===== config.mk =====
export PLATFORM = sky130hd
export DESIGN_NAME = bsl_link
export DESIGN_NICKNAME = d
export VERILOG_FILES = /design/src/rtl/bsl_pkg.sv /design/src/rtl/bsl_link.sv
export SDC_FILE = /design/constraint.sdc
export NUM_CORES = 1
export LEC_CHECK = 0
export BUFFER_PORTS_ARGS = -buffer_cell sky130_fd_sc_hd__buf_2
export CAP_MARGIN = 20
export CORE_AREA = 2 2 712 714
export DETAILED_ROUTE_END_ITERATION = 10
export DIE_AREA = 0 0 714 716
export PLACE_DENSITY = 0.3
export SLEW_MARGIN = 20
export SYNTH_ARGS = -nofsm -noshare
export SYNTH_HDL_FRONTEND = slang
export SYNTH_SLANG_ARGS = --single-unit

===== constraint.sdc =====
create_clock -name clk_sys -period 8.1 [get_ports clk_sys]
set_input_delay 0.405 -clock clk_sys [delete_from_list [all_inputs] [get_ports clk_sys]]
set_output_delay 0.405 -clock clk_sys [all_outputs]
set_load 0.02 [all_outputs]

===== src/rtl/bsl_pkg.sv =====
// constants, commands and carrier types of the binary serial slave link
package bsl_pkg;
    // -------------------------------------------------------------------------
    // serial framing
    // -------------------------------------------------------------------------
    localparam int CLK_HZ = 125_000_000;
    localparam int BAUD = 9600;
    localparam int BIT_CYC = CLK_HZ / BAUD;
    localparam int DATA_BITS = 8;
    localparam int STOP_BITS = 1;
    localparam int CNT_W = 16;
    localparam logic [3:0] LAST_BIT = 4'h7;
    // -------------------------------------------------------------------------
    // control characters and frame layout
    // -------------------------------------------------------------------------
    localparam logic [7:0] STX = 8'h02;
    localparam logic [7:0] ETX = 8'h03;
    localparam logic [7:0] ACK = 8'h06;
    localparam logic [7:0] ERR_MARK = 8'h80;
    localparam logic [7:0] FLAG_DONE = 8'h01;
    localparam int FRAME_LEN = 7;
    localparam logic [2:0] IX_STX = 3'h0;
    localparam logic [2:0] IX_STN = 3'h1;
    localparam logic [2:0] IX_CMD = 3'h2;
    localparam logic [2:0] IX_ADR = 3'h3;
    localparam logic [2:0] IX_DHI = 3'h4;
    localparam logic [2:0] IX_DLO = 3'h5;
    localparam logic [2:0] IX_ETX = 3'h6;
    localparam logic [2:0] LEN_FULL = 3'h7;
    localparam logic [2:0] LEN_RS = 3'h4;
    // -------------------------------------------------------------------------
    // commands
    // -------------------------------------------------------------------------
    localparam logic [7:0] CMD_LINE = 8'h00;
    localparam logic [7:0] CMD_RD_DEV = 8'h01;
    localparam logic [7:0] CMD_WR_DEV = 8'h02;
    localparam logic [7:0] CMD_RD_FBB = 8'h03;
    localparam logic [7:0] CMD_WR_FBB = 8'h04;
    localparam logic [7:0] CMD_RD_FBW = 8'h05;
    localparam logic [7:0] CMD_WR_FBW = 8'h06;
    localparam logic [7:0] CMD_RUNSTOP = 8'h07;
    localparam logic [7:0] CMD_TS_SET = 8'h08;
    // -------------------------------------------------------------------------
    // communication memory
    // -------------------------------------------------------------------------
    localparam int MAP_MAX = 100;
    localparam logic [7:0] MAP_0 = 8'h00;
    localparam logic [7:0] MAP_50 = 8'h32;
    localparam logic [7:0] MAP_100 = 8'h64;
    localparam logic [3:0] STATION_RST = 4'h0;
    typedef enum logic [1:0] {MEM_NONE, MEM_50, MEM_100, MEM_RSV} bsl_mem_e;
    typedef enum logic [1:0] {RX_IDLE, RX_START, RX_DATA, RX_STOP} bsl_rx_e;
    typedef struct packed {
        logic [3:0] station;
        bsl_mem_e mem;
    } bsl_cfg_s;
    typedef struct packed {
        logic stb;
        logic [7:0] cmd;
        logic [7:0] addr;
        logic [15:0] data;
    } bsl_wr_s;
endpackage : bsl_pkg


===== src/rtl/bsl_link.sv =====
// slave end of the binary serial command link: receiver, interpreter, transmitter
// -----------------------------------------------------------------------------
// -----------------------------------------------------------------------------
`timescale 1ns/10ps
`default_nettype none
module bsl_link
    import bsl_pkg::*;
#(
    parameter int BIT_CYCLES = BIT_CYC,
    parameter int DEV_N = 64
) (
    input wire logic clk_sys,
    input wire logic rst_n,
    input wire logic rxd,
    input wire logic hs_ok,
    input wire bsl_cfg_s cfg_nv,
    input wire logic [DEV_N-1:0] dev_bits,
    input wire logic [MAP_MAX-1:0] fb_bits,
    input wire logic [MAP_MAX-1:0][15:0] fb_words,
    output logic txd,
    output logic run_mode,
    output bsl_wr_s wr,
    output bsl_cfg_s cfg_act
);
    // -------------------------------------------------------------------------
    // settings capture
    // -------------------------------------------------------------------------
    // settings are sampled once after reset release so later edits wait for a power cycle
    logic cfg_pend_ff;
    bsl_cfg_s cfg_ff;
    always_ff @(posedge clk_sys) begin
        if (!rst_n) begin
            cfg_pend_ff <= 1'b1;
            cfg_ff <= '{station: STATION_RST, mem: MEM_NONE};
        end else if (cfg_pend_ff) begin
            cfg_pend_ff <= 1'b0;
            cfg_ff <= cfg_nv;
        end
    end
    assign cfg_act = cfg_ff;

    // -------------------------------------------------------------------------
    // receiver
    // -------------------------------------------------------------------------
    localparam logic [CNT_W-1:0] BIT_LD = CNT_W'(BIT_CYCLES - 1);
    localparam logic [CNT_W-1:0] HALF_LD = CNT_W'(BIT_CYCLES / 2);
    bsl_rx_e rx_st_ff;
    logic [CNT_W-1:0] rx_cnt_ff;
    logic [3:0] rx_bit_ff;
    logic [7:0] rx_sh_ff;
    logic byte_vld_ff;
    // rxd is taken as synchronous to clk_sys, so no synchroniser sits in front of it
    wire rx_tick = (rx_cnt_ff == '0);
    wire [7:0] rx_shift = {rxd, rx_sh_ff[7:1]};
    always_ff @(posedge clk_sys) begin
        if (!rst_n) begin
            rx_st_ff <= RX_IDLE;
            rx_cnt_ff <= '0;
            rx_bit_ff <= '0;
            rx_sh_ff <= '0;
            byte_vld_ff <= 1'b0;
        end else begin
            byte_vld_ff <= 1'b0;
            rx_cnt_ff <= rx_tick ? BIT_LD : rx_cnt_ff - 1'b1;
            case (rx_st_ff)
                RX_IDLE: begin
                    rx_cnt_ff <= HALF_LD;
                    if (!rxd && hs_ok && !cfg_pend_ff) rx_st_ff <= RX_START;
                end
                RX_START: if (rx_tick) begin
                    rx_st_ff <= rxd ? RX_IDLE : RX_DATA;
                    rx_bit_ff <= '0;
                end
                RX_DATA: if (rx_tick) begin
                    rx_sh_ff <= rx_shift;
                    rx_bit_ff <= rx_bit_ff + 1'b1;
                    if (rx_bit_ff == LAST_BIT) rx_st_ff <= RX_STOP;
                end
                RX_STOP: if (rx_tick) begin
                    rx_st_ff <= RX_IDLE;
                    byte_vld_ff <= rxd && hs_ok; // a framing error drops the byte
                end
                default: rx_st_ff <= RX_IDLE;
            endcase
        end
    end

    // -------------------------------------------------------------------------
    // frame assembly and decode
    // -------------------------------------------------------------------------
    logic [7:0] fr_ff [FRAME_LEN];
    logic [2:0] fr_idx_ff;
    logic tx_busy_ff;
    wire first_ok = (fr_idx_ff != IX_STX) || (rx_sh_ff == STX);
    wire frame_end = byte_vld_ff && (fr_idx_ff == IX_ETX);
    // the station byte is checked though only one host is attached
    wire frame_ok = frame_end && (rx_sh_ff == ETX) && !tx_busy_ff
                    && (fr_ff[IX_STN] == {4'h0, cfg_ff.station});
    always_ff @(posedge clk_sys) begin
        if (!rst_n) begin
            fr_idx_ff <= IX_STX;
        end else if (byte_vld_ff) begin
            fr_idx_ff <= (frame_end || !first_ok) ? IX_STX : fr_idx_ff + 1'b1;
        end
    end
    always_ff @(posedge clk_sys) begin
        if (byte_vld_ff) fr_ff[fr_idx_ff] <= rx_sh_ff;
    end

    wire [7:0] cmd = fr_ff[IX_CMD];
    wire [7:0] adr = fr_ff[IX_ADR];
    wire [15:0] wdat = {fr_ff[IX_DHI], fr_ff[IX_DLO]};
    wire [7:0] map_lim = (cfg_ff.mem == MEM_50) ? MAP_50 :
                         (cfg_ff.mem == MEM_100) ? MAP_100 : MAP_0;
    wire in_map = adr < map_lim;
    wire in_dev = adr < 8'(DEV_N);
    wire [6:0] mix = in_map ? adr[6:0] : 7'h00;
    wire is_fb = (cmd == CMD_RD_FBB) || (cmd == CMD_WR_FBB)
                 || (cmd == CMD_RD_FBW) || (cmd == CMD_WR_FBW);
    wire is_dev = (cmd == CMD_RD_DEV) || (cmd == CMD_WR_DEV);
    wire is_wr = (cmd == CMD_WR_DEV) || (cmd == CMD_WR_FBB)
                 || (cmd == CMD_WR_FBW) || (cmd == CMD_TS_SET);
    wire known = is_fb || is_dev || (cmd == CMD_TS_SET);
    wire acc_err = !known || (is_fb && !in_map) || (is_dev && !in_dev);
    wire [15:0] bit_dev = {15'h0000, in_dev ? dev_bits[adr[5:0]] : 1'b0};
    wire [15:0] bit_fb = {15'h0000, fb_bits[mix]};
    wire [15:0] rd_val = acc_err ? 16'h0000 :
                         (cmd == CMD_RD_DEV) ? bit_dev :
                         (cmd == CMD_RD_FBB) ? bit_fb :
                         (cmd == CMD_RD_FBW) ? fb_words[mix] : wdat;

    // -------------------------------------------------------------------------
    // reply build and action
    // -------------------------------------------------------------------------
    logic [7:0] tx_buf_ff [FRAME_LEN];
    logic [2:0] tx_len_ff;
    logic tx_go_ff;
    logic run_ff;
    bsl_wr_s wr_ff;
    always_ff @(posedge clk_sys) begin
        if (!rst_n) begin
            tx_go_ff <= 1'b0;
            tx_len_ff <= '0;
            run_ff <= 1'b0;
            wr_ff <= '0;
        end else begin
            tx_go_ff <= frame_ok;
            wr_ff.stb <= frame_ok && (cmd != CMD_LINE) && (cmd != CMD_RUNSTOP)
                         && is_wr && !acc_err;
            if (frame_ok) begin
                wr_ff.cmd <= cmd;
                wr_ff.addr <= adr;
                wr_ff.data <= wdat;
                if (cmd == CMD_RUNSTOP) begin
                    // bit 0 of the low data byte selects run (1) or stop (0)
                    run_ff <= fr_ff[IX_DLO][0];
                    tx_len_ff <= LEN_RS;
                end else begin
                    tx_len_ff <= LEN_FULL;
                end
            end
        end
    end
    always_ff @(posedge clk_sys) begin
        if (frame_ok) begin
            if (cmd == CMD_RUNSTOP) begin
                tx_buf_ff[0] <= STX;
                tx_buf_ff[1] <= FLAG_DONE;
                tx_buf_ff[2] <= STX;
                tx_buf_ff[3] <= ACK;
            end else if (cmd == CMD_LINE) begin
                for (int i = 0; i < FRAME_LEN - 1; i++) tx_buf_ff[i] <= fr_ff[i];
                tx_buf_ff[IX_ETX] <= ETX;
            end else begin
                tx_buf_ff[IX_STX] <= STX;
                tx_buf_ff[IX_STN] <= fr_ff[IX_STN];
                tx_buf_ff[IX_CMD] <= acc_err ? (cmd | ERR_MARK) : cmd;
                tx_buf_ff[IX_ADR] <= adr;
                tx_buf_ff[IX_DHI] <= rd_val[15:8];
                tx_buf_ff[IX_DLO] <= rd_val[7:0];
                tx_buf_ff[IX_ETX] <= ETX;
            end
        end
    end
    assign run_mode = run_ff;
    assign wr = wr_ff;

    // -------------------------------------------------------------------------
    // transmitter
    // -------------------------------------------------------------------------
    localparam logic [3:0] TX_BITS = 4'(1 + DATA_BITS + STOP_BITS);
    logic [CNT_W-1:0] tx_cnt_ff;
    logic [3:0] tx_bit_ff;
    logic [2:0] tx_byte_ff;
    logic [9:0] tx_sh_ff;
    logic txd_ff;
    wire tx_tick = (tx_cnt_ff == '0);
    wire tx_last_bit = (tx_bit_ff == TX_BITS - 1'b1);
    wire tx_last_byte = (tx_byte_ff == tx_len_ff - 1'b1);
    // the next character loads at the stop bit's last tick, so reply bytes run back to back
    wire [9:0] next_chr = {1'b1, tx_buf_ff[tx_byte_ff + 1'b1], 1'b0};
    always_ff @(posedge clk_sys) begin
        if (!rst_n) begin
            tx_busy_ff <= 1'b0;
            tx_cnt_ff <= '0;
            tx_bit_ff <= '0;
            tx_byte_ff <= '0;
            tx_sh_ff <= '1;
            txd_ff <= 1'b1;
        end else if (tx_go_ff) begin
            tx_busy_ff <= 1'b1;
            tx_cnt_ff <= BIT_LD;
            tx_bit_ff <= '0;
            tx_byte_ff <= '0;
            tx_sh_ff <= {1'b1, tx_buf_ff[0], 1'b0};
            txd_ff <= 1'b0;
        end else if (tx_busy_ff) begin
            tx_cnt_ff <= tx_tick ? BIT_LD : tx_cnt_ff - 1'b1;
            if (tx_tick) begin
                if (!tx_last_bit) begin
                    tx_bit_ff <= tx_bit_ff + 1'b1;
                    txd_ff <= tx_sh_ff[tx_bit_ff + 1'b1];
                end else if (tx_last_byte) begin
                    tx_busy_ff <= 1'b0;
                    txd_ff <= 1'b1;
                end else begin
                    tx_bit_ff <= '0;
                    tx_byte_ff <= tx_byte_ff + 1'b1;
                    tx_sh_ff <= next_chr;
                    txd_ff <= 1'b0;
                end
            end
        end
    end
    assign txd = txd_ff;
endmodule : bsl_link
`default_nettype wire


==> flow_summary_export.csv <==
group,metric,value,unit
status,status,"finished, violations left",
status,violations,"max-capacitance violations",
synthesis,yosys_warnings,0,
final_layout,n_fill_cell,59800,
final_layout,nets,7194,
drt,vias,38900,
timing,grt_setup_unrepaired,"no",
global_routing,grt_pass1_vias,38100,
final_layout,finalNonFillerCells,12300,
drt,wl_per_cell,34.2,microns
timing,finalSetupTns,0,ns
cts,ctsResizeCount,0,
synthesis,synth_ff_type,"dfxtp_1",
synthesis,postSynthCellCount,3738,
worst_setup_path,regToRegSetupSlack,1.97,ns
global_routing,grt_pass1_wl,500,mm
timing,maxSlewHeadroom,1.05,%
final_layout,area_delta_synth_final,75.7,%
drt,drtIter0Drc,3275,
cts,hold_buffers,0,
synthesis,ys_seq_area_share,19.5,%
synthesis,syn_area,25900,sq um
drt,ant_nets,0,
synthesis,yosysTopAreaCell,"nand2_1",
final_layout,drive_above_1_share,41.0,%
global_routing,grt_max_degree,100,
synthesis,ys_seq_elements,208,
placed_design,dp_hpwl,372,mm
synthesis,synth_area_leaders,"nand2_1, mux2i_1, edfxtp_1, dfxtp_1, nand3_1",
timing,finalCritPeriodShare,75.7,%
flow_run,maxCapViolCount,1,
synthesis,synth-edff-count,88,
min_path,hold-path-endpoint,"cfg_act[3]",
global_routing,gr-total-overflow,0,
synthesis,synth_top_area_share,14.3,%
synthesis,synthArstFlopShare,0,%
worst_setup_path,cp.arrival,6.45,ns
cts,cts_tree,"done",
synthesis,ys_types,94,
global_routing,grt_usage,15.7,%
drt,wl,421,mm
placed_design,placed_cells,12100,
timing,hold_viol,0,
min_path,holdCritStartpoint,"cfg_nv[3]",
timing,finalSetupViolations,0,
die,die_w,714,microns
final_layout,utilization,9.04,%
die,start_util,5.14,%
global_routing,grtUsageMet2,28.7,%
cts,clock-sinks,208,
die,num_rows,261,
cts,post_cts_buffers,0,
global_routing,grt_antenna_before_repair,339,
timing,skew,0.0378,ns
die,fp.dieH,716,microns
power_and_ir_drop,power.leakage,18.1,nW
synthesis,synth_area_per_cell,6.93,sq um
worst_setup_path,worst_r2r_path_depth,13,
cts,root_buffer,"clkbuf_16",
worst_setup_path,worst_setup_path_end_kind,"flop",
cts,clk_pin_slew,0.07,ns
power_and_ir_drop,p_per_area,89.8,nW/um^2
min_path,hold_path_class,"input pin to flop",
cts,clk_latency,0.61,ns
cts,cts-htree-levels,2,
worst_setup_path,required,8.42,ns
placed_design,io_buffers,1814,
die,fp.dieArea,511000,sq um
global_routing,top_usage_layer,"met2",
worst_setup_path,r2r_end,"tx_buf_ff[4][6]",
worst_setup_path,cp_max_fo,49,
die,pin_count,1815,
drt,drc,0,
die,core_area,504000,sq um
timing,clock.fmax,0.163,GHz
worst_setup_path,crit_path_start_kind,"flop",
timing,slew_violations,0,
worst_setup_path,crit_type,"flop to flop",
cts,clock_path_buffers,3,
cts,cts_buffers,35,
global_routing,use_met3,3.43,%
timing,worst_pin_slew,1.44,ns
worst_setup_path,r2r_start,"fr_ff[3][4]",
timing,fin_crit,6.13,ns
global_routing,grt_use_met1,18.3,%
power_and_ir_drop,ir_drop,121,uV
drt,viasPerCell,3.16,
min_path,holdPathStages,3,
placed_design,place.gp.congestion,0.899,
drt,drt_pre_antenna_iters,5,
[power breakdown]
| group | switching (W) | leakage, nW | internal [W] |
|---|---|---|---|
| Sequential | 0.0000113 | 1.83 | 0.00109 |
| Combinational | 0.000844 | 15.7 | 0.000519 |
| Clock | 0.000669 | 0.564 | 0.000950 |
| Total | 0.00153 | 18.1 | 0.00256 |
[final cells by class]
| class | count | area (sq um) | share of cell area, % |
|---|---|---|---|
| antenna | 167 | 418 | 0.918 |
| sequential | 208 | 5040 | 11.1 |
| inverter | 31 | 123 | 0.269 |
| clock inverter | 21 | 235 | 0.517 |
| tap | 6706 | 8390 | 18.4 |
| timing repair buffer | 2002 | 10800 | 23.8 |
| multi-input combinational | 3127 | 19500 | 42.9 |
| clock buffer | 43 | 927 | 2.04 |
[cell usage after synthesis, types with 69 or more instances]
library cell / n
mux2i_1: 320
a21oi_1: 233
buf_2: 141
a31oi_1: 116
nor2_1: 142
clkbuf_1: 164
o221ai_1: 103
o21ai_0: 69
dfxtp_1: 120
a221oi_1: 83
nand3_1: 414
edfxtp_1: 88
nand2_1: 989
[sequential cells by signal, indices dropped and copies added, names as in the netlist, 2 cells and up, named ones only]
name	count
cfg_act	6
fr_ff	48
fr_idx_ff	3
rx_bit_ff	4
rx_cnt_ff	16
rx_sh_ff	8
tx_bit_ff	4
tx_buf_ff	48
tx_byte_ff	3
tx_cnt_ff	16
tx_len_ff	2
tx_sh_ff	9
wr	33
[per-stage QoR]
step	hold slack, ns	cell area [sq um]	setup slack, ns	power [W]
floorplan	0.425	25900	4.46	0.00147
finish	0.0397	45500	1.97	0.00408
global placement	0.440	43700	1.90	0.00254
global route	0.0654	45300	1.92	0.00425
detailed placement	0.442	43900	1.95	0.00254
CTS	0.00904	45100	1.94	0.00418
[logic make-up after synthesis]
logic type                 synth area share [%]
other                                    0.0145
buffers and inverters                      7.22
DFF                                        19.5
AOI/OAI and AO/OA                          24.1
and+or+nand+nor                            30.8
xor gates and xnor gates                   1.18
adders and majority gates                 0.725
muxes                                      16.4
[worst max path at each step]
| stage | startpoint | endpoint |
|---|---|---|
| 2_1_floorplan | cfg_act[0] | tx_buf_ff[5][0] |
| 3_3_place_gp | cfg_act[0] | tx_buf_ff[4][6] |
| 3_5_place_dp | fr_ff[3][4] | tx_buf_ff[4][6] |
| 4_1_cts | fr_ff[3][6] | tx_buf_ff[4][6] |
| 5_1_grt | fr_ff[3][4] | tx_buf_ff[4][6] |
| 6_report | fr_ff[3][4] | tx_buf_ff[4][6] |
[per-layer routing]
layer | up-vias | part of all wire [%] | wire, microns
met5 | - | 0.12 | 500
met4 | 72 | 3.3 | 13900
met3 | 558 | 6.3 | 26300
met2 | 2004 | 51 | 214000
met1 | 18900 | 39 | 166000
li1 | 17300 | - | -
[placed cells by master (no fill, tap or decap), drive strengths merged, types with 104 or more instances in the layout]
cell type and instances:
nand3 414, buf 2002, mux2i 320, o221ai 104
diode 167, dfxtp 120, nand2 991, a21oi 235
nor2 149, a31oi 116
[worst max-delay path: stages (launching register included)]
cell and delay (ns):
edfxtp_1 0.92, ha_1 0.39, nand4b_2 0.43, nand2_1 0.25
nor2_4 0.80, buf_12 0.29, buf_12 0.32, buf_4 0.33
nor2_4 0.17, nand3_1 0.49, a21oi_1 0.20, or4_1 0.62
a221oi_1 0.34, o21ai_1 0.15
(Power assumes the default switching activity.)
